<file path="src/design/fsrc_defs.vh">
// Register map, field positions and timing counts for the fail-safe reset controller.
// Assumes a 100 MHz device clock; included by the design files by bare name.
`ifndef FSRC_DEFS_VH
`define FSRC_DEFS_VH

// Register offsets.
`define FSRC_ADDR_FS_CONFIG     8'h17
`define FSRC_ADDR_FS_COUNTER    8'h18
`define FSRC_ADDR_RESET_CMD     8'h19
`define FSRC_ADDR_PIN_CONFIG    8'h1A

// Reset values.
`define FSRC_RST_FS_CONFIG      8'h00
`define FSRC_RST_FS_COUNTER     8'h00
`define FSRC_RST_PIN_CONFIG     8'h00

// Fail-safe configuration fields.
`define FSRC_CNTR_EN_BIT        7
`define FSRC_ACT_HI             6
`define FSRC_ACT_LO             4
`define FSRC_CAUSE_HI           3
`define FSRC_CAUSE_LO           1
`define FSRC_FAIL_SAFE_DISABLE_BIT         0

// Counter register fields.
`define FSRC_THR_HI             7
`define FSRC_THR_LO             4
`define FSRC_CNT_HI             3
`define FSRC_CNT_LO             0
`define FSRC_CNT_MAX            4'hF

// Reset command fields.
`define FSRC_SOFT_RST_BIT       1
`define FSRC_HARD_RST_BIT       0

// Pin configuration fields.
`define FSRC_SUP_DIS_BIT        6
`define FSRC_FUNC_SEL_BIT       5
`define FSRC_FB_DIS_BIT         4
`define FSRC_REL_HI             3
`define FSRC_REL_LO             2
`define FSRC_FB_REL_BIT         1

// Overflow action codes.
`define FSRC_ACT_NONE           3'h0
`define FSRC_ACT_SUP_LOW        3'h1
`define FSRC_ACT_SOFT           3'h2
`define FSRC_ACT_HARD           3'h3
`define FSRC_ACT_SLEEP          3'h4

// Fail-safe cause codes.
`define FSRC_CAUSE_NONE         3'h0
`define FSRC_CAUSE_THERMAL      3'h1
`define FSRC_CAUSE_CORE_UV      3'h3

// Fallback release methods.
`define FSRC_REL_THIRD_TRIG     2'h0
`define FSRC_REL_FIRST_TRIG     2'h1
`define FSRC_REL_HOST_WRITE     2'h2

// Timing: supply-enable low time of the overflow action, 1 s of 100 MHz cycles.
`define FSRC_SUP_LOW_CYC        32'h05F5E100

`endif

</file>
<file path="src/design/fsrc_ctrl.v">
// Fail-safe supervision and reset control with four byte-wide registers.
// Assumes a host register port on the same clock and fail-safe causes from pins.
`timescale 1ns/10ps
`include "fsrc_defs.vh"

// Notes on behaviour
// - Counting and the overflow action work only while the counter enable bit is set.
// - Over threshold: none, supply low 1 s, soft reset, power-on reset or sleep.
// - Action 100b ignores wake events and stays asleep until power cycle.
// - After actions 001b, 010b, 011b the sleep-wake-error timer starts when done.
// - Cause field reads 000b none, 001b thermal, 011b core undervoltage.
// - The cause holds until the host writes zero to the entry count.
// - Disable bit blocks fail-safe entry, except fail-safe during power-up.
// - Threshold field in bits 7-4 is entries needed minus one.
// - Entry count saturates at 15 and clears when zero is written.
// - Soft reset returns registers to defaults, supply-enable stays on; self-clearing.
// - Hard reset bit, self-clearing, performs a full power-on reset.
// - A commanded hard reset sets the power-up flag.
// - Supply-enable pin disable bit turns the pin off when set.
// - Function select: 0 supply-enable output, 1 fallback output.
// - Fallback disable bit turns the fallback output off.
// - Release method: third good trigger, first good trigger, host write.
// - With release method host write, writing one to the release bit turns fallback off; the bit self-clears.
// - The register port stays usable in sleep while the io supply is present.
module fsrc_ctrl #(
  parameter SUP_LOW_CYC = `FSRC_SUP_LOW_CYC
) (
  // Clock and reset.
  input  wire       ref_clk_in,
  input  wire       rst_in,
  // Host register port.
  input  wire       reg_wr_in,
  input  wire       reg_rd_in,
  input  wire [7:0] reg_addr_in,
  input  wire [7:0] reg_wdata_in,
  output reg  [7:0] reg_rdata_out,
  output wire       reg_ready_out,
  // Fail-safe causes and device state, asynchronous levels.
  input  wire       thermal_shutdown_in,
  input  wire       core_undervoltage_in,
  input  wire       power_up_in,
  input  wire       io_supply_in,
  input  wire       sleep_mode_in,
  // Watchdog trigger events, one-cycle pulses on this clock.
  input  wire       wd_good_trigger_in,
  // Events and pins.
  output wire       fail_safe_mode_out,
  output reg        soft_reset_out,
  output reg        power_on_reset_out,
  output reg        power_up_flag_set_out,
  output reg        sleep_wake_error_timer_start_out,
  output wire       ignore_wake_out,
  output wire       supply_enable_output_out,
  output wire       fallback_output_out
);

  // Register fields.
  reg        cntr_en_q;
  reg  [2:0] action_q;
  reg  [2:0] cause_q;
  reg        fail_safe_disable_q;
  reg  [3:0] threshold_q;
  reg  [3:0] count_q;
  reg        sup_dis_q;
  reg        func_sel_q;
  reg        fb_dis_q;
  reg  [1:0] rel_method_q;
  // Internal state.
  // The low-time counter is 32 bits wide so that the full 1 s at 100 MHz fits.
  reg        fs_mode_q;
  reg        sup_low_q;
  reg [31:0] sup_low_cnt_q;
  reg        sleep_lock_q;
  reg        fb_on_q;
  reg  [1:0] good_cnt_q;
  reg        soft_pend_q;
  reg        hard_pend_q;

  // Synchronised copies of the pin levels.
  wire       therm_s;
  wire       uv_s;
  wire       pwrup_s;
  wire       io_s;
  wire       sleep_s;

  // Synchronise the pin levels.
  // Every cause and state pin passes two flip-flops before any logic reads it,
  // so a level change reaches the logic two cycles after it shows on the pin.
  fsrc_sync #(
    .WIDTH(5)
  ) u_sync (
    .ref_clk_in (ref_clk_in),
    .rst_in     (rst_in),
    .async_in   ({thermal_shutdown_in, core_undervoltage_in, power_up_in,
                  io_supply_in, sleep_mode_in}),
    .sync_out   ({therm_s, uv_s, pwrup_s, io_s, sleep_s})
  );

  // Address decode shared by reads and writes.
  function hit;
    input [7:0] addr;
    input [7:0] target;
    begin
      hit = (addr == target);
    end
  endfunction

  // Overflow action decode, shared by every action branch.
  function act_is;
    input [2:0] code;
    input [2:0] want;
    begin
      act_is = (code == want);
    end
  endfunction

  // Port access: always in awake mode, in sleep only with io supply.
  // A refused access is dropped, not held, so the host must watch ready.
  wire port_ok   = !sleep_s || io_s;
  wire wr_ok     = reg_wr_in && port_ok;
  wire wr_cfg    = wr_ok && hit(reg_addr_in, `FSRC_ADDR_FS_CONFIG);
  wire wr_cnt    = wr_ok && hit(reg_addr_in, `FSRC_ADDR_FS_COUNTER);
  wire wr_rst    = wr_ok && hit(reg_addr_in, `FSRC_ADDR_RESET_CMD);
  wire wr_pin    = wr_ok && hit(reg_addr_in, `FSRC_ADDR_PIN_CONFIG);
  assign reg_ready_out = port_ok;

  // Cause detection; power-up fail-safe ignores the disable bit.
  // Thermal shutdown wins over undervoltage when both are present, and a
  // power-up entry leaves the recorded cause unchanged.
  wire cause_any  = therm_s || uv_s;
  wire fs_req     = (cause_any && !fail_safe_disable_q) || pwrup_s;
  wire fs_entry   = fs_req && !fs_mode_q;
  wire [2:0] new_cause = therm_s ? `FSRC_CAUSE_THERMAL :
                         (uv_s ? `FSRC_CAUSE_CORE_UV : `FSRC_CAUSE_NONE);
  // Count after this entry, saturating at the maximum.
  wire [3:0] count_inc = (count_q == `FSRC_CNT_MAX) ? count_q : count_q + 4'h1;
  // The entry total is one bit wider than the field, so that a threshold of 15
  // (sixteen entries) is still exceeded once the shown count has saturated.
  // Every further entry past the threshold fires the action again.
  wire [4:0] entries_next = {1'b0, count_q} + 5'h01;
  // Threshold + 1 entries needed, so fire when the entry total exceeds threshold.
  wire overflow  = cntr_en_q && fs_entry &&
                   (entries_next > {1'b0, threshold_q});
  wire clear_cnt = wr_cnt && (reg_wdata_in[`FSRC_CNT_HI:`FSRC_CNT_LO] == 4'h0);
  wire soft_go   = wr_rst && reg_wdata_in[`FSRC_SOFT_RST_BIT];
  wire hard_go   = wr_rst && reg_wdata_in[`FSRC_HARD_RST_BIT];
  wire act_soft  = overflow && act_is(action_q, `FSRC_ACT_SOFT);
  wire act_hard  = overflow && act_is(action_q, `FSRC_ACT_HARD);
  wire act_sup_low = overflow && act_is(action_q, `FSRC_ACT_SUP_LOW);
  wire act_sleep = overflow && act_is(action_q, `FSRC_ACT_SLEEP);
  wire any_soft  = soft_go || act_soft || soft_pend_q;
  // Last cycle of the supply-enable low time.
  wire sup_low_done = sup_low_q && (sup_low_cnt_q == SUP_LOW_CYC - 32'h1);
  // Fallback release conditions, one for each release method.
  wire fb_rel_host  = wr_pin && reg_wdata_in[`FSRC_FB_REL_BIT] &&
                      (rel_method_q == `FSRC_REL_HOST_WRITE);
  wire fb_rel_first = wd_good_trigger_in && (rel_method_q == `FSRC_REL_FIRST_TRIG);
  wire fb_rel_third = wd_good_trigger_in && (rel_method_q == `FSRC_REL_THIRD_TRIG);

  // Configuration registers; soft reset returns them to defaults.
  // A write replaces the whole writable part of a register, and the soft reset
  // clears the overflow action and threshold as well.
  always @(posedge ref_clk_in)
  begin
    if (rst_in || any_soft)
    begin
      cntr_en_q    <= 1'b0;
      action_q     <= 3'h0;
      fail_safe_disable_q     <= 1'b0;
      threshold_q  <= 4'h0;
      sup_dis_q    <= 1'b0;
      func_sel_q   <= 1'b0;
      fb_dis_q     <= 1'b0;
      rel_method_q <= 2'h0;
    end
    else
    begin
      if (wr_cfg)
      begin
        cntr_en_q <= reg_wdata_in[`FSRC_CNTR_EN_BIT];
        action_q  <= reg_wdata_in[`FSRC_ACT_HI:`FSRC_ACT_LO];
        fail_safe_disable_q  <= reg_wdata_in[`FSRC_FAIL_SAFE_DISABLE_BIT];
      end
      if (wr_cnt)
        threshold_q <= reg_wdata_in[`FSRC_THR_HI:`FSRC_THR_LO];
      if (wr_pin)
      begin
        sup_dis_q    <= reg_wdata_in[`FSRC_SUP_DIS_BIT];
        func_sel_q   <= reg_wdata_in[`FSRC_FUNC_SEL_BIT];
        fb_dis_q     <= reg_wdata_in[`FSRC_FB_DIS_BIT];
        rel_method_q <= reg_wdata_in[`FSRC_REL_HI:`FSRC_REL_LO];
      end
    end
  end

  // Fail-safe mode follows the request and a soft reset does not clear it, so a
  // soft reset fired by an entry does not count the same cause a second time.
  always @(posedge ref_clk_in)
  begin
    if (rst_in)
      fs_mode_q <= 1'b0;
    else
      fs_mode_q <= fs_req;
  end

  // Entry count and cause; a new entry wins over a clearing write.
  // The count only moves while counting is enabled, but the cause is recorded
  // on every thermal or undervoltage entry so that the host can see why.
  always @(posedge ref_clk_in)
  begin
    if (rst_in || any_soft)
    begin
      count_q   <= 4'h0;
      cause_q   <= `FSRC_CAUSE_NONE;
    end
    else
    begin
      if (fs_entry && cntr_en_q)
        count_q <= count_inc;
      else if (clear_cnt)
        count_q <= 4'h0;
      if (fs_entry && (new_cause != `FSRC_CAUSE_NONE))
        cause_q <= new_cause;
      else if (clear_cnt)
        cause_q <= `FSRC_CAUSE_NONE;
    end
  end

  // Supply-enable low action and the sleep lock.
  // The low time counts from the entry edge, so the pin is low for exactly
  // SUP_LOW_CYC cycles; a new overflow during the low time restarts it.
  always @(posedge ref_clk_in)
  begin
    if (rst_in)
    begin
      sup_low_q     <= 1'b0;
      sup_low_cnt_q <= 32'h0;
      sleep_lock_q  <= 1'b0;
    end
    else
    begin
      if (act_sup_low)
      begin
        sup_low_q     <= 1'b1;
        sup_low_cnt_q <= 32'h0;
      end
      else if (sup_low_q)
      begin
        if (sup_low_done)
          sup_low_q <= 1'b0;
        sup_low_cnt_q <= sup_low_cnt_q + 32'h1;
      end
      // Only a power cycle, that is rst_in, releases the lock.
      if (act_sleep)
        sleep_lock_q <= 1'b1;
    end
  end

  // Soft and hard reset commands, one-cycle pulses.
  // The hard reset itself is carried out outside this block: the pulse asks
  // for it, and the sleep-wake-error timer start follows one cycle later.
  always @(posedge ref_clk_in)
  begin
    if (rst_in)
    begin
      soft_pend_q           <= 1'b0;
      hard_pend_q           <= 1'b0;
      soft_reset_out        <= 1'b0;
      power_on_reset_out    <= 1'b0;
      power_up_flag_set_out <= 1'b0;
      sleep_wake_error_timer_start_out <= 1'b0;
    end
    else
    begin
      // Holds the registers at their defaults for one more cycle.
      soft_pend_q           <= soft_go || act_soft;
      hard_pend_q           <= hard_go || act_hard;
      soft_reset_out        <= soft_go || act_soft;
      power_on_reset_out    <= hard_go || act_hard;
      power_up_flag_set_out <= hard_go;
      // Timer starts with the overflow soft reset pulse, one cycle after the power-on reset pulse, or the cycle after the low time ends.
      sleep_wake_error_timer_start_out <= act_soft || hard_pend_q ||
                                          sup_low_done;
    end
  end

  // Fallback output state and its release methods. The release bit is a
  // strobe that is never stored, so it reads as zero and clears itself.
  always @(posedge ref_clk_in)
  begin
    if (rst_in || any_soft)
    begin
      fb_on_q    <= 1'b1;
      good_cnt_q <= 2'h0;
    end
    else if (fb_rel_host)
      fb_on_q <= 1'b0;
    else if (fb_on_q && fb_rel_first)
      fb_on_q <= 1'b0;
    else if (fb_on_q && fb_rel_third)
    begin
      if (good_cnt_q == 2'h2)
        fb_on_q <= 1'b0;
      good_cnt_q <= good_cnt_q + 2'h1;
    end
  end

  // Shared pin function.
  // The supply-enable output stays on through a soft reset, since only the
  // overflow low time, the disable bit and function select 1 can turn it off.
  assign supply_enable_output_out = !func_sel_q && !sup_dis_q && !sup_low_q;
  assign fallback_output_out      = func_sel_q && !fb_dis_q && fb_on_q;
  assign fail_safe_mode_out       = fs_mode_q;
  assign ignore_wake_out          = sleep_lock_q;

  // Read data; self-clearing bits read as zero.
  // Reads are registered, so data stands from the cycle after the read until
  // the next accepted read.
  always @(posedge ref_clk_in)
  begin
    if (rst_in)
      reg_rdata_out <= 8'h00;
    else if (reg_rd_in && port_ok)
    begin
      if (hit(reg_addr_in, `FSRC_ADDR_FS_CONFIG))
        reg_rdata_out <= {cntr_en_q, action_q, cause_q, fail_safe_disable_q};
      else if (hit(reg_addr_in, `FSRC_ADDR_FS_COUNTER))
        reg_rdata_out <= {threshold_q, count_q};
      else if (hit(reg_addr_in, `FSRC_ADDR_PIN_CONFIG))
        reg_rdata_out <= {1'b0, sup_dis_q, func_sel_q, fb_dis_q, rel_method_q, 2'h0};
      else
        reg_rdata_out <= 8'h00;
    end
  end

endmodule // fsrc_ctrl

</file>
<file path="src/design/fsrc_sync.v">
// Two-stage synchroniser for a bundle of asynchronous levels.
// Assumes the inputs are quasi-static levels from pins.
`timescale 1ns/10ps
module fsrc_sync #(
  parameter WIDTH = 1
) (
  // Clock and reset.
  input  wire             ref_clk_in,
  input  wire             rst_in,
  // Levels.
  input  wire [WIDTH-1:0] async_in,
  output wire [WIDTH-1:0] sync_out
);

  reg [WIDTH-1:0] meta_q;
  reg [WIDTH-1:0] sync_q;

  // The first stage is read only by the second.
  always @(posedge ref_clk_in)
  begin
    if (rst_in)
    begin
      meta_q <= {WIDTH{1'b0}};
      sync_q <= {WIDTH{1'b0}};
    end
    else
    begin
      meta_q <= async_in;
      sync_q <= meta_q;
    end
  end

  assign sync_out = sync_q;

endmodule // fsrc_sync

</file>
<file path="config.mk">
export PLATFORM = sky130hd
export DESIGN_NAME = fsrc_ctrl
export DESIGN_NICKNAME = d
export VERILOG_FILES = /design/src/design/fsrc_ctrl.v /design/src/design/fsrc_sync.v
export VERILOG_INCLUDE_DIRS = /design/src /design/src/design
export SDC_FILE = /design/constraint.sdc
export NUM_CORES = 1
export LEC_CHECK = 0
export BUFFER_PORTS_ARGS = -buffer_cell sky130_fd_sc_hd__buf_2
export CORE_MARGIN = 2
export CORE_UTILIZATION = 51
export DETAILED_ROUTE_END_ITERATION = 16
export PLACE_DENSITY = 0.71
export SETUP_SLACK_MARGIN = 0.4
export SLEW_MARGIN = 0
export SYNTH_ARGS = -nofsm -noshare
export SYNTH_HDL_FRONTEND = slang
export SYNTH_SLANG_ARGS = --single-unit
</file>
<file path="constraint.sdc">
create_clock -name ref_clk_in -period 5.9 [get_ports ref_clk_in]
set_clock_uncertainty 0.15 [all_clocks]
set_input_delay 1.18 -clock ref_clk_in [delete_from_list [all_inputs] [get_ports ref_clk_in]]
set_output_delay 1.18 -clock ref_clk_in [all_outputs]
set_load 0.01 [all_outputs]
</file>
==> Word level (Yosys, flattened, before mapping) <==
Cells that the tools add are included.
{ "op_classes": {"addsub": 4, "magnitude_cmp": 1, "eq_ne": 14, "muxes": 17, "bitwise_logic": 2, "n_reduce_logical": 56} }
{ "ops": {"columns": ["operator", "count"], "rows": [
  ["adder 32 x 1 -> 32 bit (second input constant)", 1],
  ["== test 32 x 27 -> 1 bit (second input constant)", 1],
  ["== test 8 x 5 -> 1 bit (second input constant)", 4],
  ["logical AND 1 bit", 29],
  ["2-to-1 mux 8 bit", 2],
  ["2-to-1 mux 4 bit", 3],
  ["logical OR 1 bit", 9],
  ["nonzero test 3 bit", 3],
  ["logical NOT 1 bit", 7],
  ["2-to-1 mux 1 bit", 7],
  ["2-to-1 mux 7 bit", 1],
  ["== test 3 x 2 -> 1 bit (second input constant)", 2],
  ["2-to-1 mux 3 bit", 2],
  ["adder 4 x 1 -> 5 bit (second input constant)", 1],
  ["> comparator 5 x 4 -> 1 bit", 1],
  ["adder 4 x 1 -> 4 bit (second input constant)", 1],
  ["== test 2 bit (second input constant)", 2],
  ["== test 4 bit (second input constant)", 1],
  ["logical NOT 4 bit", 1],
  ["2-to-1 mux 2 bit", 2],
  ["AND reduction 2 bit", 2],
  ["nonzero test 2 bit", 2],
  ["== test 3 x 1 -> 1 bit (second input constant)", 1],
  ["== test 3 bit (second input constant)", 1],
  ["other kinds (7)", 8]
]} }
{ "totals": {"reg_bits": 81, "inputBits": 26, "output_inout_bits": 17, "word_cells": 117} }

==> Longest topological paths before layout <==
{ "logic_depth": {"ltp_word": 10, "ltp_mapped": 9, "mapped_depth_nobuf": 8} }

==> By module <==
Synthesis repeated with hierarchy kept, for this count alone.
{ "unflattened": {"cells_unflattened": 398, "hier_area_um2": 3612.2} }
{ "by_module_without_submodules": {"columns": ["module", "n_inst", "cells_each", "area_each_um2", "seq_area_each_um2"], "rows": [
  ["fsrc_ctrl", 1, 378, 3349.5, 1401.3],
  ["fsrc_sync", 1, 20, 262.8, 200.2]
]} }

==> Worst setup path after synthesis <==
OpenSTA, ideal clock, no wires.
{ "synth_timing": {"path_kind": "input to register", "from": "input port reg_addr_in[5]", "to": "register fb_on_q", "setup_ns": 0.116, "arrival_ns": 2.679, "t_required_ns": 5.634, "slack_ns": 2.956, "cell_stages": 6, "n_path_buf": 1, "cell_sequence": "or4b_4 -> nor4b_4 -> and4_1 -> buf_4 -> nand4b_1 -> a31o_1"} }
{ "synth_via": {"elab_chain_len": 6, "word_cells_on_any_way": 14, "cone_classes": "eq/ne (2); mux (1); reduce/logical (11)"} }
{ "synth_lines": {"columns": ["element", "line_no", "text"], "rows": [
  ["start, declared", "fsrc_ctrl.v:34", "input wire [7:0] reg_addr_in,"],
  ["== test 8 x 5 -> 1 bit", "fsrc_ctrl.v:104", "hit = (addr == target);"],
  ["logical AND 1 bit (on tied branches)", "fsrc_ctrl.v:124, fsrc_ctrl.v:123", null],
  ["logical AND 1 bit (on tied branches)", "fsrc_ctrl.v:155, fsrc_ctrl.v:145", null],
  ["logical AND 1 bit or logical OR 1 bit (tied branches)", "fsrc_ctrl.v:155, fsrc_ctrl.v:151", null],
  ["nonzero test 3 bit (no source line) or logical OR 1 bit (tied branches)", null, null],
  ["AND reduction 2 bit (no source line) or logical OR 1 bit (tied branches)", null, null],
  ["end signal, assigned", "fsrc_ctrl.v:293", "fb_on_q <= 1'b1;"],
  ["end signal, assigned", "fsrc_ctrl.v:297", "fb_on_q <= 1'b0;"],
  ["end signal, assigned", "fsrc_ctrl.v:299", "fb_on_q <= 1'b0;"],
  ["end, declared", "fsrc_ctrl.v:74", "reg fb_on_q;"]
]} }
Several ways; a longest one is shown, not always the timed one.
A chain may end at the register's enable or synchronous reset.

==> Worst setup path after layout <==
Ends and elaborated chain as after synthesis.

==> results.sh <==
export IMPL_status="finished clean"
export IMPL_post_drt_wl_per_cell_um=13.4
export IMPL_final_period_utilization_pct=54.4
export IMPL_grt_start_max_net_pins=33
export IMPL_first_global_vias=2628
export IMPL_start_kind="input pin"
export IMPL_synth_area_per_cell_um2=8.78
export IMPL_netlist_instances=406
export IMPL_busiest_layer="met2"
export IMPL_h_tree_depth=3
export IMPL_maxSlewHeadroom_pct=48.2
export IMPL_cts_setup_buffers=0
export IMPL_first_iter_violations=94
export IMPL_grt_overflow=0
export IMPL_hold_path_class="flip-flop to flip-flop"
export IMPL_seq_area_um2=1600
export IMPL_syn_to_final_growth_pct=13.0
export IMPL_yosysTopAreaCell="dfxtp_1"
export IMPL_power_density_nw_per_um2=253
export IMPL_wirelength_mm=7.27
export IMPL_cts_buffers_inserted=9
export IMPL_hold_viol_final=0
export IMPL_viasPerCell=5.25
export IMPL_io_pins=43
export IMPL_grtUsageMet2_pct=33.8
export IMPL_synth_edff_count=0
export IMPL_rsz0062_at_grt="false"
export IMPL_grt_pass1_wl_mm=12.1
export IMPL_gp_congestion=0.841
export IMPL_setup_violations=0
export IMPL_rows=30
export IMPL_leakage_nw=1.50
export IMPL_n_antenna_cell=0
export IMPL_cts_tree="done"
export IMPL_worstSetupPathType="input pin to flip-flop"
export IMPL_grt_usage_pct=20.4
export IMPL_synthArstFlopShare_pct=0
export IMPL_cts_resized=0
export IMPL_fp_coreArea_um2=6790
export IMPL_setup_tns_final_ns=0
export IMPL_multi_input_area_um2=1840
export IMPL_vias=2844
export IMPL_fin_nets=474
export IMPL_root_buffer="clkbuf_8"
export IMPL_mostFrequentLayoutCells="dfxtp_1, nor2_1, buf_2, nand2_1, xnor2_1"
export IMPL_crit_start="reg_addr_in[5]"
export IMPL_placedCellCount=526
export IMPL_die_w_um=87.6
export IMPL_ys_seq_area_share_pct=44.9
export IMPL_fillers=625
export IMPL_finalCriticalPeriod_ns=3.21
export IMPL_worstMarginPinSlew_ns=0.778
export IMPL_syn_nets=439
export IMPL_drc=0
export IMPL_yosysUniqueCellTypes=50
export IMPL_gr_usage_met1_pct=24.9
export IMPL_synth_area_leaders="dfxtp_1, nor2_1, xnor2_1"
export IMPL_slew_viol_final=0
export IMPL_synth_area_um2=3560
export IMPL_first_pass_iters=5
export IMPL_fin_area_um2=4030
export IMPL_required_ns=5.99
export IMPL_reg2reg_from="count_q[0]"
export IMPL_met3_usage_pct=5.66
export IMPL_fmax_mhz=311
export IMPL_clk_latency_ns=0.35
export IMPL_final_cells=542
export IMPL_maxCapViolations=0
export IMPL_synth_seq_cells=80
export IMPL_clk_pin_slew_worst_paths_ns=0.09
export IMPL_post_route_cells_drive_above_1_share_pct=15.5
export IMPL_peakVddDrop_v=0.000148
export IMPL_dp_hpwl_mm=5.27
export IMPL_ant_nets=0
export IMPL_clk_path_buf_depth=2
export IMPL_synthFlopType="dfxtp_1"
export IMPL_ctsHoldBuffers=0
export IMPL_yosysWarnings=0
export IMPL_critPathCaptureType="flip-flop"
export IMPL_antenna_found_initial=0
export IMPL_die_area_um2=7670
export IMPL_cts_sinks=80
export IMPL_final_common_cell="dfxtp_1"
export IMPL_critPathArrivalTime_ns=3.30
export IMPL_hp_start="u_sync.meta_q[1]"
export IMPL_port_buffers=42
export IMPL_dpl_instance_area_um2=3820
export IMPL_crit_fanout=14
export IMPL_fp_dieH_um=87.6
export IMPL_start_util_pct=52.4
export IMPL_synth_top_area_share_pct=44.9
-- registers in the layout (all words and copies together), names as in the netlist, 2 cells and up --
register and count:
cause_q 2, sup_low_cnt_q 32, good_cnt_q 2, action_q 3, u_sync.meta_q 5, u_sync.sync_out 5
rel_method_q 2, reg_rdata_out 8, count_q 4, threshold_q 4
-- layer usage --
metal	share of wire, %	wire [um]
met5	0	0
met2	48	3480
met3	3.7	266
met1	46	3350
met4	2.4	177
-- synthesized netlist by cell type (5+ instances only) --
master / instances
or4_1: 5
nand3_1: 25
inv_1: 11
nor3_1: 15
xnor2_1: 26
mux2i_1: 11
nand2_1: 32
clkbuf_1: 13
ha_1: 7
nand4_1: 9
o21ai_0: 5
nor2b_1: 11
xor2_1: 6
a21oi_1: 17
and4_1: 6
dfxtp_1: 80
nor2_1: 63
-- through the flow --
| stage | util, % | setup WS (ns) | hold WS (ns) | power [W] |
|---|---|---|---|---|
| after floorplan | - | 2.96 | 0.264 | 0.000592 |
| after global placement | 56.2 | 2.40 | 0.267 | 0.000610 |
| after detailed placement | 56.2 | 2.34 | 0.271 | 0.000611 |
| after CTS | 59.2 | 2.71 | 0.294 | 0.00103 |
| after global routing | 59.2 | 2.57 | 0.311 | 0.00106 |
| final | 59.2 | 2.69 | 0.293 | 0.00102 |
-- cell type report --
| class | count | share of cell area [%] |
|---|---|---|
| clock buffer | 9 | 3.08 |
| inverter | 11 | 1.03 |
| multi-input combinational | 297 | 45.8 |
| timing repair buffer | 42 | 5.22 |
| sequential | 80 | 39.8 |
| clock inverter | 7 | 2.08 |
| tap | 96 | 2.98 |
-- report_power, final --
part	leakage (nW)	switching, W	total [W]	internal [W]
sequential	0.648	0.00000401	0.000551	0.000547
clock	0.103	0.000216	0.000420	0.000204
combinational	0.746	0.0000278	0.0000464	0.0000186
total	1.50	0.000248	0.00102	0.000770
-- worst max-delay path, cell delays in order --
cell and delay, ns:
buf_2 0.10, or4b_4 0.56, nor4b_4 0.59, and4_1 0.49, nand4b_1 0.15, a31o_1 0.23
-- cells by family (layout without fill, tap and decap cells) --
kind of cell | after synthesis | in the layout | share of synthesized area (%)
AO/OA/AOI/OAI | 45 | 45 | 8.39
XOR/XNOR | 32 | 32 | 7.87
adder cells (fa/ha/maj) | 7 | 7 | 2.46
buffers and inverters | 29 | 69 | 3.30
flip-flops | 80 | 80 | 44.9
multiplexers | 14 | 14 | 4.04
AND/OR/NAND/NOR | 199 | 199 | 29.0
-- final timing paths --
path                             end  slack [ns]  cells after the start
setup / recovery             fb_on_q        2.69                      6
hold / removal    u_sync.sync_out[1]        0.29                      1
setup reg to reg          count_q[2]        2.78                      8
hold reg to reg   u_sync.sync_out[1]        0.29                      1
Note: power is estimated with default switching activity, not from simulation.
